`src/fsw_pkg.sv`:
```
`default_nettype none
package fsw_pkg;
  // Clock, watchdog and short-circuit timing
  localparam int unsigned CLK_HZ          = 40000000;
  localparam int unsigned FLASH_MAX_MS    = 820;
  localparam int unsigned FLASH_STEP_US   = 54600;
  localparam int unsigned SHORT_WAIT_MS   = 820;
  localparam int unsigned FLASH_MAX_CYC   = FLASH_MAX_MS * (CLK_HZ / 1000);
  localparam int unsigned FLASH_STEP_CYC  = FLASH_STEP_US * (CLK_HZ / 1000000);
  localparam int unsigned SHORT_WAIT_CYC  = SHORT_WAIT_MS * (CLK_HZ / 1000);
  // Bus address and register offsets
  localparam logic [7:0] DEV_ADDR_W       = 8'h60;
  localparam logic [1:0] REG_OUT_SEL      = 2'h0;
  localparam logic [1:0] REG_CONFIG       = 2'h1;
  localparam logic [1:0] REG_SW_TRIG      = 2'h2;
  localparam logic [1:0] REG_FAULT        = 2'h3;
  // Field positions
  localparam int unsigned OV_BIT          = 0;
  localparam int unsigned TMO_BIT         = 1;
  localparam int unsigned OT_BIT          = 2;
  localparam int unsigned SC_BIT          = 3;
  localparam int unsigned TIMED_BIT       = 4;
  localparam int unsigned CODE_LO         = 0;
  // Power LED code ranges
  localparam logic [4:0] TORCH_MAX_CODE   = 5'h0B;
  localparam logic [4:0] FLASH_MIN_CODE   = 5'h0C;
  // Reset values
  localparam logic [7:0] OUT_SEL_RST      = 8'h00;
  localparam logic [7:0] CONFIG_RST       = 8'h00;
  typedef enum logic [1:0] {FSW_IDLE, FSW_FLASH, FSW_HALT} fsw_state_e;
endpackage
`default_nettype wire

```
`src/fsw_if.sv`:
```
`timescale 1ns/10ps
`default_nettype none
interface fsw_if;
  // Interface select: 1 pin control, 0 register bus
  logic       interface_select_pin;
  logic       mode_select_pin_high;
  logic       mode_select_pin_low;
  logic       flash_trigger_pin;
  // Register write/read port (byte-level bus transactions)
  logic       wr_valid;
  logic [7:0] wr_addr;
  logic [1:0] wr_sub;
  logic [7:0] wr_data;
  logic       rd_valid;
  logic [7:0] rd_data;
  // Open-drain interrupt, oe low means pulling low
  logic       irq_o;
  logic       irq_oe_n;
  modport dev  (input interface_select_pin, mode_select_pin_high, mode_select_pin_low,
                flash_trigger_pin, wr_valid, wr_addr, wr_sub, wr_data,
                output rd_valid, rd_data, irq_o, irq_oe_n);
  modport host (output interface_select_pin, mode_select_pin_high, mode_select_pin_low,
                flash_trigger_pin, wr_valid, wr_addr, wr_sub, wr_data,
                input rd_valid, rd_data, irq_o, irq_oe_n);
endinterface
`default_nettype wire

```
`src/fsw_dev.sv`:
```
`timescale 1ns/10ps
`default_nettype none
module fsw_dev
  import fsw_pkg::*;
#(
  parameter int unsigned MAX_CYC   = FLASH_MAX_CYC,
  parameter int unsigned STEP_CYC  = FLASH_STEP_CYC,
  parameter int unsigned SHORT_CYC = SHORT_WAIT_CYC
) (
  // Clock and reset
  input  wire logic       clk_sys_in,
  input  wire logic       rst_in,
  // Link to host
  fsw_if.dev              bus,
  // Analog sense
  input  wire logic       overvoltage_in,
  input  wire logic       overtemp_in,
  input  wire logic       cathode_grounded_in,
  // LED driver controls and fault flags
  output logic            flash_on_out,
  output logic            torch_on_out,
  output logic [4:0]      led_level_out,
  output logic [3:0]      fault_out
);
  fsw_state_e  st_q;
  logic [7:0]  out_sel_q;
  logic [7:0]  config_q;
  logic [3:0]  fault_q;
  logic        trig_q;
  logic        sw_pulse_q;
  logic        sw_hold_q;
  logic        pin_mode;
  logic        both_high;
  logic        both_low;
  logic        bus_wr;
  logic        armed;
  logic        torch;
  logic        timed;
  logic        start;
  logic        strobe_lvl;
  logic        expire;
  logic        wdt_run;
  logic [3:0]  code;
  logic [31:0] sc_cnt_q;
  logic        clear;

  assign pin_mode  = bus.interface_select_pin;
  assign both_high = bus.mode_select_pin_high && bus.mode_select_pin_low;
  assign both_low  = !bus.mode_select_pin_high && !bus.mode_select_pin_low;
  assign bus_wr    = bus.wr_valid && !pin_mode && (bus.wr_addr == DEV_ADDR_W);
  assign armed     = out_sel_q[4:0] >= FLASH_MIN_CODE;
  assign torch     = pin_mode ? (bus.mode_select_pin_high && !bus.mode_select_pin_low)
                              : (out_sel_q[4:0] != 5'h00 && out_sel_q[4:0] <= TORCH_MAX_CODE);
  assign timed     = config_q[TIMED_BIT] && !pin_mode;
  assign code      = pin_mode ? 4'h0 : config_q[3:0];
  assign clear     = pin_mode ? both_low
                              : (bus_wr && bus.wr_sub == REG_OUT_SEL && bus.wr_data == 8'h00);

  ////////////////////////////////////////////////////////////////////////
  // Registers; power-on reset gives defaults
  always_ff @(posedge clk_sys_in or posedge rst_in) begin
    if (rst_in) begin
      out_sel_q <= OUT_SEL_RST;
      config_q  <= CONFIG_RST;
    end else if (bus_wr) begin
      if (bus.wr_sub == REG_OUT_SEL) out_sel_q <= bus.wr_data;
      if (bus.wr_sub == REG_CONFIG) config_q <= bus.wr_data;
    end
  end

  // Software trigger: pulse starts, level held for user mode until bit rewritten 0 or the flash ends
  always_ff @(posedge clk_sys_in or posedge rst_in) begin
    if (rst_in) begin
      sw_pulse_q <= 1'b0;
      sw_hold_q  <= 1'b0;
    end else begin
      sw_pulse_q <= bus_wr && bus.wr_sub == REG_SW_TRIG && bus.wr_data[0];
      if (bus_wr && bus.wr_sub == REG_SW_TRIG) sw_hold_q <= bus.wr_data[0];
      else if (st_q != FSW_FLASH && !sw_pulse_q) sw_hold_q <= 1'b0;
    end
  end

  always_ff @(posedge clk_sys_in or posedge rst_in) begin
    if (rst_in) trig_q <= 1'b0;
    else        trig_q <= bus.flash_trigger_pin;
  end

  ////////////////////////////////////////////////////////////////////////
  // Flash sequencing
  assign strobe_lvl = pin_mode ? both_high : (bus.flash_trigger_pin || sw_hold_q);
  assign start = (fault_q == 4'h0) && (st_q == FSW_IDLE) &&
                 (pin_mode ? both_high
                           : armed && ((bus.flash_trigger_pin && !trig_q) || sw_pulse_q));
  assign wdt_run = (st_q == FSW_FLASH);

  fsw_wdt #(.MAX_CYC(MAX_CYC), .STEP_CYC(STEP_CYC)) u_wdt (
    .clk_sys_in (clk_sys_in),
    .rst_in     (rst_in),
    .start_in   (start),
    .run_in     (wdt_run),
    .code_in    (code),
    .expire_out (expire)
  );

  always_ff @(posedge clk_sys_in or posedge rst_in) begin
    if (rst_in) begin
      st_q <= FSW_IDLE;
    end else begin
      case (st_q)
        FSW_IDLE:  if (start) st_q <= FSW_FLASH;
        FSW_FLASH: begin
          if (fault_q != 4'h0 || overvoltage_in || overtemp_in) st_q <= FSW_HALT;
          else if (expire) st_q <= timed ? FSW_IDLE : FSW_HALT;
          else if (!timed && !strobe_lvl) st_q <= FSW_IDLE;
          else if (!pin_mode && !armed) st_q <= FSW_IDLE;
        end
        // Leave once the fault word is empty; a one-cycle clear write has gone by then
        FSW_HALT:  if (fault_q == 4'h0) st_q <= FSW_IDLE;
        default:   st_q <= FSW_IDLE;
      endcase
    end
  end

  ////////////////////////////////////////////////////////////////////////
  // Faults; a new event wins over a clear in the same cycle
  always_ff @(posedge clk_sys_in or posedge rst_in) begin
    if (rst_in) begin
      sc_cnt_q <= 32'h0;
    end else if (torch && cathode_grounded_in && fault_q == 4'h0) begin
      if (sc_cnt_q < SHORT_CYC) sc_cnt_q <= sc_cnt_q + 32'h1;
    end else begin
      sc_cnt_q <= 32'h0;
    end
  end

  always_ff @(posedge clk_sys_in or posedge rst_in) begin
    if (rst_in) begin
      fault_q <= 4'h0;
    end else begin
      fault_q[OV_BIT]  <= overvoltage_in || (fault_q[OV_BIT] && !clear);
      fault_q[OT_BIT]  <= overtemp_in || (fault_q[OT_BIT] && !clear);
      fault_q[TMO_BIT] <= (st_q == FSW_FLASH && expire && !timed)
                          || (fault_q[TMO_BIT] && !clear);
      fault_q[SC_BIT]  <= (sc_cnt_q + 32'h1 >= SHORT_CYC && torch && cathode_grounded_in)
                          || (fault_q[SC_BIT] && !clear);
    end
  end

  ////////////////////////////////////////////////////////////////////////
  // Outputs
  always_ff @(posedge clk_sys_in or posedge rst_in) begin
    if (rst_in) begin
      flash_on_out  <= 1'b0;
      torch_on_out  <= 1'b0;
      led_level_out <= 5'h00;
      bus.rd_valid  <= 1'b0;
      bus.rd_data   <= 8'h00;
    end else begin
      flash_on_out  <= (st_q == FSW_FLASH) && (fault_q == 4'h0);
      torch_on_out  <= torch && (fault_q == 4'h0) && (st_q != FSW_HALT);
      led_level_out <= pin_mode ? 5'h00 : out_sel_q[4:0];
      bus.rd_valid  <= bus.wr_valid && !pin_mode && (bus.wr_addr == (DEV_ADDR_W | 8'h01));
      // Read data holds between requests
      if (bus.wr_valid && !pin_mode && (bus.wr_addr == (DEV_ADDR_W | 8'h01))) begin
        case (bus.wr_sub)
          REG_OUT_SEL: bus.rd_data <= out_sel_q;
          REG_CONFIG:  bus.rd_data <= config_q;
          REG_FAULT:   bus.rd_data <= {4'h0, fault_q};
          default:     bus.rd_data <= 8'h00;
        endcase
      end
    end
  end
  assign fault_out    = fault_q;
  assign bus.irq_o    = 1'b0;
  assign bus.irq_oe_n = (fault_q == 4'h0);
endmodule
`default_nettype wire

```
`src/fsw_wdt.sv`:
```
`timescale 1ns/10ps
`default_nettype none
module fsw_wdt
  import fsw_pkg::*;
#(
  parameter int unsigned MAX_CYC  = FLASH_MAX_CYC,
  parameter int unsigned STEP_CYC = FLASH_STEP_CYC
) (
  // Clock and reset
  input  wire logic       clk_sys_in,
  input  wire logic       rst_in,
  // Control
  input  wire logic       start_in,
  input  wire logic       run_in,
  input  wire logic [3:0] code_in,
  // Status
  output logic            expire_out
);
  logic [31:0] cnt_q;
  logic [31:0] limit;
  // Period shrinks by one step per code count
  assign limit = MAX_CYC - STEP_CYC * {28'h0, code_in};

  always_ff @(posedge clk_sys_in or posedge rst_in) begin
    if (rst_in) begin
      cnt_q <= 32'h0;
    end else if (start_in || !run_in) begin
      cnt_q <= 32'h0;
    end else if (cnt_q < limit) begin
      cnt_q <= cnt_q + 32'h1;
    end
  end
  assign expire_out = run_in && !start_in && (cnt_q + 32'h1 >= limit);
endmodule
`default_nettype wire

```
`src/flat_wrapper.sv`:
```
// flat-port wrapper written by rule: the top's interface ports become plain ports
module fsw_dev_flat import fsw_pkg::*;
#(
  parameter int unsigned MAX_CYC   = FLASH_MAX_CYC,
  parameter int unsigned STEP_CYC  = FLASH_STEP_CYC,
  parameter int unsigned SHORT_CYC = SHORT_WAIT_CYC
)
  (clk_sys_in, rst_in, overvoltage_in, overtemp_in, cathode_grounded_in, flash_on_out, torch_on_out, led_level_out, fault_out, bus_interface_select_pin, bus_mode_select_pin_high, bus_mode_select_pin_low, bus_flash_trigger_pin, bus_wr_valid, bus_wr_addr, bus_wr_sub, bus_wr_data, bus_rd_valid, bus_rd_data, bus_irq_o, bus_irq_oe_n);
  fsw_if bus_i ();
  input  wire logic clk_sys_in;
  input  wire logic rst_in;
  input  wire logic overvoltage_in;
  input  wire logic overtemp_in;
  input  wire logic cathode_grounded_in;
  output logic flash_on_out;
  output logic torch_on_out;
  output logic [4:0] led_level_out;
  output logic [3:0] fault_out;
  input wire logic [$bits(bus_i.interface_select_pin)-1:0] bus_interface_select_pin;
  input wire logic [$bits(bus_i.mode_select_pin_high)-1:0] bus_mode_select_pin_high;
  input wire logic [$bits(bus_i.mode_select_pin_low)-1:0] bus_mode_select_pin_low;
  input wire logic [$bits(bus_i.flash_trigger_pin)-1:0] bus_flash_trigger_pin;
  input wire logic [$bits(bus_i.wr_valid)-1:0] bus_wr_valid;
  input wire logic [$bits(bus_i.wr_addr)-1:0] bus_wr_addr;
  input wire logic [$bits(bus_i.wr_sub)-1:0] bus_wr_sub;
  input wire logic [$bits(bus_i.wr_data)-1:0] bus_wr_data;
  output wire logic [$bits(bus_i.rd_valid)-1:0] bus_rd_valid;
  output wire logic [$bits(bus_i.rd_data)-1:0] bus_rd_data;
  output wire logic [$bits(bus_i.irq_o)-1:0] bus_irq_o;
  output wire logic [$bits(bus_i.irq_oe_n)-1:0] bus_irq_oe_n;
  assign bus_i.interface_select_pin = bus_interface_select_pin;
  assign bus_i.mode_select_pin_high = bus_mode_select_pin_high;
  assign bus_i.mode_select_pin_low = bus_mode_select_pin_low;
  assign bus_i.flash_trigger_pin = bus_flash_trigger_pin;
  assign bus_i.wr_valid = bus_wr_valid;
  assign bus_i.wr_addr = bus_wr_addr;
  assign bus_i.wr_sub = bus_wr_sub;
  assign bus_i.wr_data = bus_wr_data;
  assign bus_rd_valid = bus_i.rd_valid;
  assign bus_rd_data = bus_i.rd_data;
  assign bus_irq_o = bus_i.irq_o;
  assign bus_irq_oe_n = bus_i.irq_oe_n;
  fsw_dev #(.MAX_CYC(MAX_CYC), .STEP_CYC(STEP_CYC), .SHORT_CYC(SHORT_CYC)) u_core (.clk_sys_in(clk_sys_in), .rst_in(rst_in), .bus(bus_i), .overvoltage_in(overvoltage_in), .overtemp_in(overtemp_in), .cathode_grounded_in(cathode_grounded_in), .flash_on_out(flash_on_out), .torch_on_out(torch_on_out), .led_level_out(led_level_out), .fault_out(fault_out));
endmodule
```
`config.mk`:
```
export PLATFORM = sky130hd
export DESIGN_NAME = fsw_dev_flat
export DESIGN_NICKNAME = d
export VERILOG_FILES = /design/src/fsw_pkg.sv /design/src/fsw_if.sv /design/src/fsw_dev.sv /design/src/fsw_wdt.sv /design/src/flat_wrapper.sv
export SDC_FILE = /design/constraint.sdc
export NUM_CORES = 1
export LEC_CHECK = 0
export ABC_AREA = 0
export ABC_CLOCK_PERIOD_IN_PS = 7400
export BUFFER_PORTS_ARGS = -buffer_cell sky130_fd_sc_hd__buf_4
export CAP_MARGIN = 20
export CORE_MARGIN = 1.5
export CORE_UTILIZATION = 35
export CTS_BUF_LIST = sky130_fd_sc_hd__clkbuf_16
export CTS_CLUSTER_DIAMETER = 30
export CTS_CLUSTER_SIZE = 10
export DETAILED_ROUTE_END_ITERATION = 8
export PLACE_DENSITY = 0.52
export SKIP_LAST_GASP = 1
export SLEW_MARGIN = 40
export SYNTH_ARGS = -nofsm -noshare
export SYNTH_HDL_FRONTEND = slang
export SYNTH_HIERARCHICAL = 1
export SYNTH_SLANG_ARGS = --single-unit
```
`constraint.sdc`:
```
create_clock -name clk_sys_in -period 7.4 [get_ports clk_sys_in]
set_input_delay 0.37 -clock clk_sys_in [delete_from_list [all_inputs] [get_ports clk_sys_in]]
set_output_delay 0.37 -clock clk_sys_in [all_outputs]
set_load 0.02 [all_outputs]
```
==> reports/summary.txt, run 1 <==
RePlAce Congestion = 0.801
Top delay family on crit path = compound AO/OA/AOI/OAI gates
CP Launch Type = register
Tmin final = 6.38 ns
clk slew on worst S/H paths = 0.08 ns
skew final = 0.0224 ns
CTS Root Buffer Type = clkbuf_16
WL/cell = 16.4 um
Design Power = 1140 uW
commonest non-fill, non-tap cell in the layout = dfrtp_1
area of the die = 25400 sq um
Setup Fix Bufs, Post-CTS = 0
number of synthesis warnings = 6
io pins = 50
ys flop type = dfrtp_1
Cell Area, Synth = 8560 sq um
nets = 1063
ratio of final minimum period to clock period = 86.2%
via-per-instance ratio = 5.46
hold_buf cts = 0
Core Box Area = 24200 sq um
Post-Syn Nets = 1039
final count of negative-setup-slack endpoints = 0
maxcap violations = 0
Port Buf Inserts = 48
Overall Global Routing Usage = 17.1%
hpwl dp = 15700 um
drt first pass iters = 4
Fin. Hold Viols = 0
FF-to-FF End = u_core/st_q[1]
critical-path cell list = nor2b_1 -> buf_4 -> ha_1 -> xnor2_1 -> inv_1 -> ha_1 -> or2_2 -> ha_1 -> a21oi_1 -> nor2_1 -> o21ai_1 -> xnor2_1 -> o21ai_2 -> a21o_1 -> a21o_1 -> ha_1 -> nand4_1 -> or2_2 -> or4_1 -> o21ai_0 -> a21boi_0 -> nor4_1 -> o21ai_0
syn avg cell area = 9.17 sq um
post_cts resized = 0
fin worst setup slack = 1.02 ns
final WL = 21100 um
total grt overflow = 0
commonest non-fill, non-tap cells in the layout = dfrtp_1 (105), nor2_1 (81), ha_1 (77)
asr flop ratio synth = 100%
CP Data Arrival Time = 6.66 ns
first-pass GRT wire length = 35800 um
clock buffer depth = 2
setup total negative slack = 0 ns
Seq/Total Area, Yosys = 30.7%
share of layout cells above drive strength 1 = 14.7%
largest net degree at the start of global routing = 74
critical path class = reg2reg
worst flop-to-flop path startpoint = u_core/config_q[3]
Syn Inst Count = 933
Core Rows = 57
CTS tree = built
Post-synth EDFFs = 0
FF+latch count, synth = 105
DR WL met3 = 572 um
initial antenna violation count = 0
CP Max Fanout = 12
Leakage = 0.00433 uW
most used cell, CP = ha_1
Chip Width = 159 um
R2R Setup Slk = 1.02 ns
vias in the first global route = 6802
RSZ-0062 raised after global routing = false
total CTS buffers = 9
max-slew violations = 0
WP data required = 7.68 ns
Clock Latency Late Sink = 0.37 ns
Crit. End Element = register
Initial Util = 35.4%
die height = 159 um
drt initial violations = 381
Hold Crit Class = in2async
met1 wire length = 10100 um
Critical Path Slowest Stage Cell = or4_1
number of diodes = 0
Setup WS pre-CTS = 0.948 ns
slowest stage delay, CP = 0.51 ns
Sink Count = 105
Crit path buffers/inverters = 2
via count = 7026
antenna-violating nets left = 0
status = completed
htree depth = 3
Worst Reg2Reg Path Length in Cells = 23
Worst Tran Pin Value = 0.762 ns
power per cell area = 120 nW/um^2
Worst IR Drop VDD = 0.0000931 V
synth unique cells = 98
top layer reached by signal wires = met4
Max Freq = 157 MHz
Max-slew headroom = 49.2%
WL met2 = 10200 um
Residual DRC = 0
area grow syn2layout = 11.1%
[flip-flops by register name (all words and copies together), names as in the netlist]
name / flops
u_core/sc_cnt_q: 32
u_core/u_wdt/cnt_q: 32
u_core/bus.rd_data: 8
u_core/config_q: 8
u_core/out_sel_q: 8
u_core/led_level_out: 5
u_core/fault_out: 4
u_core/st_q: 2
u_core/bus.rd_valid: 1
u_core/flash_on_out: 1
u_core/sw_hold_q: 1
u_core/sw_pulse_q: 1
u_core/torch_on_out: 1
u_core/trig_q: 1
[tightest hold or removal path: cells and delay by family]
| family | cells | cell delay [ns] |
|---|---|---|
| buf+inv | 3 | 0.54 |
[per-layer routing]
metal,vias up,GRT usage [%]
met5,-,0
met4,0,3.47
met3,17,2.66
met2,99,28.8
met1,3396,23.1
li1,3514,-
[worst max path at each step]
stage | from | end | cells past startpoint
detailed placement | bus_interface_select_pin | u_core/st_q[1] | 22
floorplan | bus_interface_select_pin | u_core/st_q[1] | 21
CTS | u_core/config_q[3] | u_core/st_q[1] | 23
global route | u_core/config_q[3] | u_core/u_wdt/cnt_q[14] | 21
global placement | bus_interface_select_pin | u_core/u_wdt/cnt_q[7] | 22
finish | u_core/config_q[3] | u_core/st_q[1] | 23
[layout make-up]
class / instances / area (sq um)
tap: 324 / 405
clock inverter: 7 / 93.8
fill: 2461 / 14700
sequential: 105 / 2630
inverter: 26 / 97.6
clock buffer: 9 / 225
multi-input combinational: 756 / 5600
timing repair buffer: 59 / 459
[per-stage QoR]
stage	util (%)	hold WS, ns	std cells	instance area [sq um]
floorplan	-	0.401	933	8560
global placement	37.9	0.481	1269	9170
detailed placement	38.0	0.483	1270	9190
CTS	39.3	0.124	1286	9510
global route	39.3	0.130	1286	9510
finish	39.3	0.124	1286	9510
[Yosys cell counts (all sizes together), types with 15 or more instances]
cell	count	area, sq um
mux2	17	191
buf	18	115
a21oi	40	211
nor3	20	105
ha	77	963
or4	17	129
nand4	26	178
nand2b	15	93.8
o21ai	36	184
nand3	41	258
xor2	30	270
clkbuf	27	116
nor2b	16	100
a31oi	19	125
xnor2	54	473
o31ai	21	158
nand2	59	224
nor4	16	143
dfrtp	105	2630
inv	26	97.6
nor2	83	322
[report_power, final]
group          total (uW)  switching [uW]  leakage [uW]  internal (uW)
sequential            579            2.32       0.00145            576
combinational        56.5            34.6       0.00272           21.9
clock                 506             260      0.000154            246
[cell families (layout without fill, tap and decap cells)]
| logic type | count (synthesis) | after routing | share of synthesized area, % |
|---|---|---|---|
| other cells | 1 | 1 | 0.0438 |
| fa+ha+maj | 78 | 78 | 11.5 |
| xor+xnor | 84 | 84 | 8.68 |
| buf+inv | 72 | 101 | 3.96 |
| mux | 30 | 30 | 3.76 |
| simple gates | 359 | 359 | 24.0 |
| compound gates | 204 | 204 | 17.4 |
| flops | 105 | 105 | 30.7 |
Note: power is estimated with default switching activity, not from simulation.
==> run 2: changes to the inputs <==
--- a/config.mk
+++ b/config.mk
@@ -11,7 +11,7 @@
 export CAP_MARGIN = 20
 export CORE_MARGIN = 1.5
 export CORE_UTILIZATION = 35
-export CTS_BUF_LIST = sky130_fd_sc_hd__clkbuf_16
+export CTS_BUF_LIST = sky130_fd_sc_hd__clkbuf_8
 export CTS_CLUSTER_DIAMETER = 30
 export CTS_CLUSTER_SIZE = 10
 export DETAILED_ROUTE_END_ITERATION = 8
==> run 2 against run 1 <==
Hold slack got worse by 0.031 ns; flip-flop and latch count did not move; clock-buffer cell count is the same; critical path depth is the same; critical path type unchanged; critical endpoint unchanged; largest cell class unchanged.
==> reports/summary.txt, run 2 (synthesis gave the netlist of run 1 again) <==
status = completed
setup total negative slack = 0 ns (unchanged)
Leakage = 0.00428 uW (-1.1%)
CP Launch Type = register
power per cell area = 108 nW/um^2 (-9.8%)
clk slew on worst S/H paths = 0.12 ns (+0.04 ns)
Clock Latency Late Sink = 0.40 ns (+0.03 ns)
final count of negative-setup-slack endpoints = 0 (unchanged)
Initial Util = 35.4% (unchanged)
CP Max Fanout = 12 (unchanged)
number of diodes = 0 (unchanged)
CP Data Arrival Time = 6.73 ns (+0.07 ns)
Max Freq = 156 MHz (-0.66%)
RePlAce Congestion = 0.801 (unchanged)
CTS tree = built
biggest registers after layout = u_core/sc_cnt_q x32, u_core/u_wdt/cnt_q x32
max-slew violations = 0 (unchanged)
area grow syn2layout = 9.94%
Fin. Hold Viols = 0 (unchanged)
via-per-instance ratio = 5.44 (-0.44%)
via count = 6995 (-0.44%)
Worst IR Drop VDD = 0.0000752 V (-19%)
Max-slew headroom = 45.3% (-3.9 points)
Reg power frac = 56.8% (+6.1 points)
CTS Root Buffer Type = clkbuf_8
nets = 1063 (unchanged)
drt first pass iters = 4 (unchanged)
Hold Crit Class = in2async
Sink Count = 105 (unchanged)
final WL = 21200 um (+0.14%)
area of the die = 25400 sq um (unchanged)
Core Rows = 57 (unchanged)
hpwl dp = 15700 um (unchanged)
Util after Layout = 38.9% (-0.42 points)
RSZ-0062 raised after global routing = false
commonest non-fill, non-tap cells in the layout = dfrtp_1 (105), nor2_1 (81), ha_1 (77)
Fillers = 2475 (+0.57%)
Tmin final = 6.42 ns (+0.0422 ns)
Port Buf Inserts = 48 (unchanged)
share of layout cells above drive strength 1 = 14.7% (unchanged)
io pins = 50 (unchanged)
hold_buf cts = 0 (unchanged)
ratio of final minimum period to clock period = 86.8% (+0.57 points)
Overall Global Routing Usage = 17.0% (-0.11 points)
antenna-violating nets left = 0 (unchanged)
R2R Setup Slk = 0.98 ns (-0.04 ns)
total CTS buffers = 9 (unchanged)
Residual DRC = 0 (unchanged)
Setup Fix Bufs, Post-CTS = 0 (unchanged)
critical path class = reg2reg
Worst Tran Pin Value = 0.821 ns (+0.0590 ns)
drt initial violations = 348 (-8.7%)
WP data required = 7.70 ns (+0.02 ns)
maxcap violations = 0 (unchanged)
vias in the first global route = 6806 (+0.059%)
NetSw = 280 uW (-5.5%)
Core Box Area = 24200 sq um (unchanged)
Crit. End Element = register
post_cts resized = 0 (unchanged)
first-pass GRT wire length = 35600 um (-0.37%)
Switching Share = 27.5% (+1.5 points)
skew final = 0.0276 ns (+0.00526 ns)
clock buffer depth = 2 (unchanged)
Chip Width = 159 um (unchanged)
clock share of power = 37.6% (-6.7 points)
initial antenna violation count = 0 (unchanged)
htree depth = 3 (unchanged)
commonest non-fill, non-tap cell in the layout = dfrtp_1
die height = 159 um (unchanged)
cell internal pwr = 738 uW (-13%)
Design Power = 1020 uW (-11%)
combinational fraction of design power = 5.6% (+0.6 points)
largest net degree at the start of global routing = 74 (unchanged)
total grt overflow = 0 (unchanged)
WL/cell = 16.5 um (+0.14%)
-- run 2: cell types whose count changed in the layout (fill, tap and decap cells not counted) --
cell       delta
clkbuf_16     -9
clkbuf_8      +9
-- run 2: power groups by stage --
stage               Combinational, uW  Sequential [uW]  Clock [uW]
floorplan                        30.9              590           0
finish                           56.6              579         383
CTS                              58.5              579         403
detailed placement               58.3              590           0
global placement                 57.6              590           0
global route                     64.0              580         421
-- run 2: through the flow --
| step | hold slack (ns) | cell area [sq um] | std cells | worst slack, ns |
|---|---|---|---|---|
| final | 0.0932 | 9410 | 1286 | 0.976 |
| after global routing | 0.0889 | 9410 | 1286 | 0.397 |
| after detailed placement | 0.483 | 9190 | 1270 | 0.948 |
| after global placement | 0.481 | 9170 | 1269 | 1.02 |
| after CTS | 0.0885 | 9410 | 1286 | 1.01 |
| after floorplan | 0.401 | 8560 | 933 | 1.61 |
-- run 2: path summary, 6_finish.rpt --
kind | start | endpoint | cells after the start
max | u_core/config_q[3] | u_core/st_q[1] | 23
min | rst_in | u_core/u_wdt/cnt_q[8] | 3
max reg2reg | u_core/config_q[3] | u_core/st_q[1] | 23
min reg2reg | u_core/bus.rd_data[4] | u_core/bus.rd_data[4] | 2
max in group asynchronous | rst_in | u_core/st_q[1] | 3
min in group clk_sys_in | bus_flash_trigger_pin | u_core/trig_q | 1
-- run 2: area by class of cell --
cell class / count / area (sq um) / share of cell area (%)
multi-input cells: 756 / 5600 / 59.5
flip-flops and latches: 105 / 2630 / 27.9
repair buffers: 59 / 459 / 4.88
well taps: 324 / 405 / 4.31
clock buffers: 9 / 124 / 1.32
inverters: 26 / 97.6 / 1.04
clock inverters: 7 / 93.8 / 0.997
-- run 2: routing by layer --
metal / GRT usage [%] / wire [um] / share of wire (%)
met5: 0 / 0 / 0
met4: 3.22 / 221 / 1.0
met3: 2.50 / 599 / 2.8
met2: 28.8 / 10200 / 48
met1: 23.0 / 10100 / 48
-- run 2: worst max-delay path: stages (launching register included) --
cell and delay, ns:
dfrtp_1 0.41, nor2b_1 0.13, buf_4 0.17, ha_1 0.21, xnor2_1 0.36, inv_1 0.20
ha_1 0.22, or2_2 0.29, ha_1 0.38, a21oi_1 0.11, nor2_1 0.16, o21ai_1 0.21
xnor2_1 0.45, o21ai_2 0.13, a21o_1 0.20, a21o_1 0.36, ha_1 0.40, nand4_1 0.11
or2_2 0.33, or4_1 0.51, o21ai_0 0.43, a21boi_0 0.33, nor4_1 0.08, o21ai_0 0.14
==> run 3: changes to the inputs <==
--- a/config.mk
+++ b/config.mk
@@ -10,12 +10,12 @@
 export BUFFER_PORTS_ARGS = -buffer_cell sky130_fd_sc_hd__buf_4
 export CAP_MARGIN = 20
 export CORE_MARGIN = 1.5
-export CORE_UTILIZATION = 35
+export CORE_UTILIZATION = 25
 export CTS_BUF_LIST = sky130_fd_sc_hd__clkbuf_8
 export CTS_CLUSTER_DIAMETER = 30
 export CTS_CLUSTER_SIZE = 10
 export DETAILED_ROUTE_END_ITERATION = 8
-export PLACE_DENSITY = 0.52
+export PLACE_DENSITY = 0.41
 export SKIP_LAST_GASP = 1
 export SLEW_MARGIN = 40
 export SYNTH_ARGS = -nofsm -noshare
==> run 3 against run 2 <==
Sequential power is essentially flat; register-to-register slack worse by 0.14 ns; combinational power increased by 3%; first-iteration DRC count shrank 1.4%; final cell count rose by 9.9%; critical path depth did not move; largest cell class unchanged; largest power group unchanged.
==> reports/summary.txt, run 3 (synthesis gave the netlist of run 1 again) <==
CP startpoint = u_core/config_q[1]
Hold Crit Class = in2reg
WP data required = 7.76 ns (+0.06 ns)
Max Freq = 152 MHz (-2.2%)
Initial Util = 25.5% (-9.9 points)
Residual DRC = 0 (unchanged)
Setup crit end = u_core/st_q[1]
CP Max Fanout = 12 (unchanged)
commonest non-fill, non-tap cells in the layout = dfrtp_1 (105), nor2_1 (81), ha_1 (77)
Core Box Area = 33600 sq um (+39%)
vias in the first global route = 6982 (+2.6%)
Tmin final = 6.57 ns (+0.142 ns)
final count of negative-setup-slack endpoints = 0 (unchanged)
clock buffer depth = 2 (unchanged)
slowest stage delay, CP = 0.55 ns (+0.04 ns)
clock share of power = 37.1% (-0.5 points)
Area after DPL = 9350 sq um (+1.8%)
area grow syn2layout = 11.7%
cell internal pwr = 735 uW (-0.47%)
CP Data Arrival Time = 6.92 ns (+0.19 ns)
power per cell area = 106 nW/um^2 (-2.2%)
skew final = 0.0183 ns (-0.00936 ns)
critical path class = reg2reg
die height = 188 um (+18%)
Hold Path Origin = bus_flash_trigger_pin
initial antenna violation count = 0 (unchanged)
max-slew violations = 0 (unchanged)
Util after Layout = 28.4% (-10 points)
Chip Width = 188 um (+18%)
cell area after layout = 9560 sq um (+1.6%)
biggest registers after layout = u_core/sc_cnt_q x32, u_core/u_wdt/cnt_q x32
area of the die = 35400 sq um (+39%)
most used cell, CP = ha_1
Clock Latency Late Sink = 0.43 ns (+0.03 ns)
status = completed
maxcap violations = 0 (unchanged)
R2R Setup Slk = 0.83 ns (-0.14 ns)
total grt overflow = 0 (unchanged)
htree depth = 3 (unchanged)
Reg power frac = 57.2% (+0.4 points)
first-pass GRT wire length = 39000 um (+9.3%)
Setup Fix Bufs, Post-CTS = 0 (unchanged)
final WL = 23800 um (+12%)
CTS Root Buffer Type = clkbuf_8
Worst Tran Pin Value = 0.777 ns (-0.0437 ns)
Worst IR Drop VDD = 0.000122 V (+63%)
setup total negative slack = 0 ns (unchanged)
Switching Share = 27.4% (-0.14 points)
Sink Count = 105 (unchanged)
Crit. End Element = register
total CTS buffers = 9 (unchanged)
commonest non-fill, non-tap cell in the layout = dfrtp_1
post_cts resized = 0 (unchanged)
io pins = 50 (unchanged)
NetSw = 277 uW (-1.1%)
drt initial violations = 343 (-1.4%)
WHS = 0.0817 ns (-0.0115 ns)
Worst Reg2Reg Path Length in Cells = 23 (unchanged)
Max-slew headroom = 48.2% (+2.9 points)
Fillers = 3593 (+45%)
CP Launch Type = register
drt first pass iters = 5 (+1)
FF-to-FF End = u_core/st_q[1]
combinational fraction of design power = 5.7% (about the same)
via count = 7011 (+0.23%)
share of layout cells above drive strength 1 = 14.6% (-0.046 points)
worst flop-to-flop path startpoint = u_core/config_q[1]
Overall Global Routing Usage = 13.8% (-3.2 points)
Critical Path Slowest Stage Cell = or4_1
number of diodes = 0 (unchanged)
clk slew on worst S/H paths = 0.11 ns (about the same)
Port Buf Inserts = 48 (unchanged)
critical-path cell list = nor2b_1 -> buf_4 -> ha_1 -> xnor2_1 -> inv_1 -> ha_1 -> or2_2 -> ha_1 -> a21oi_1 -> nor2_1 -> o21ai_1 -> xnor2_1 -> o21ai_2 -> a21o_1 -> a21o_1 -> ha_1 -> nand4_1 -> or2_2 -> or4_1 -> o21ai_0 -> a21boi_0 -> nor4_1 -> o21ai_0
Core Rows = 67 (+18%)
Fin. Hold Viols = 0 (unchanged)
RePlAce Congestion = 0.802 (+0.11%)
CTS tree = built
RSZ-0062 raised after global routing = false
hpwl dp = 17600 um (+12%)
via-per-instance ratio = 4.96 (-8.8%)
ratio of final minimum period to clock period = 88.7% (+1.9 points)
Leakage = 0.00428 uW (about the same)
nets = 1066 (+0.28%)
WL/cell = 16.8 um (+2.2%)
largest net degree at the start of global routing = 50 (-32%)
antenna-violating nets left = 0 (unchanged)
run 3: cell count changes in the layout (fill, tap and decap cells not counted), sizes merged:
cell	previous run	this run
clkinv	4	3
clkinvlp	0	2
clkbuf	9	10
inv	29	27
dlygate4sd3	0	1
buf	59	61
run 3: cell type report:
class / instances / area [sq um] / area share [%]
repair buffers: 62 / 480 / 5.03
flip-flops and latches: 105 / 2630 / 27.5
inverters: 26 / 98.8 / 1.03
clock buffers: 10 / 138 / 1.44
multi-input cells: 756 / 5600 / 58.6
well taps: 448 / 561 / 5.87
clock inverters: 6 / 55.1 / 0.576
run 3: worst min-delay path by stage:
stage / end / depth (start not counted) / slack, ns
final: u_core/trig_q / 1 / 0.08
after global routing: u_core/trig_q / 1 / 0.06
after CTS: u_core/trig_q / 1 / 0.05
after detailed placement: u_core/sc_cnt_q[16] / 2 / 0.44
after global placement: u_core/sc_cnt_q[14] / 2 / 0.43
after floorplan: u_core/trig_q / 0 / 0.40
run 3: layer usage:
metal	up-vias	track usage, %	wire, um
met4	0	3.02	296
met5	-	0	0
met1	3396	18.8	11800
met2	87	22.3	11000
li1	3512	-	-
met3	16	3.03	674
run 3: critical path, delay by kind of cell (launching register included):
kind / cells / cell delay, ns
compound gates: 8 / 2.00
buf+inv: 2 / 0.38
fa+ha+maj: 4 / 1.21
flops: 1 / 0.43
simple gates: 7 / 1.65
xor+xnor: 2 / 0.81
run 3: what timing repair did:
item,in CTS,in global routing
hold buffers,1,0
setup endpoints to repair,0,0
hold endpoints to repair,24,0
run 3: metrics by stage:
stage | total power [uW] | worst slack, ns | std cells
finish | 1010 | 0.834 | 1413
global route | 1060 | 0.268 | 1413
CTS | 1040 | 0.775 | 1413
detailed placement | 650 | 0.735 | 1396
global placement | 650 | 0.754 | 1396
floorplan | 621 | 1.61 | 933
run 3: power by group through the flow:
| stage | sequential, uW | clock, uW | combinational (uW) |
|---|---|---|---|
| after detailed placement | 590 | 0 | 60.2 |
| after CTS | 579 | 398 | 60.8 |
| after global routing | 580 | 415 | 65.6 |
| final | 579 | 375 | 58.1 |
| after floorplan | 590 | 0 | 30.9 |
| after global placement | 590 | 0 | 59.7 |
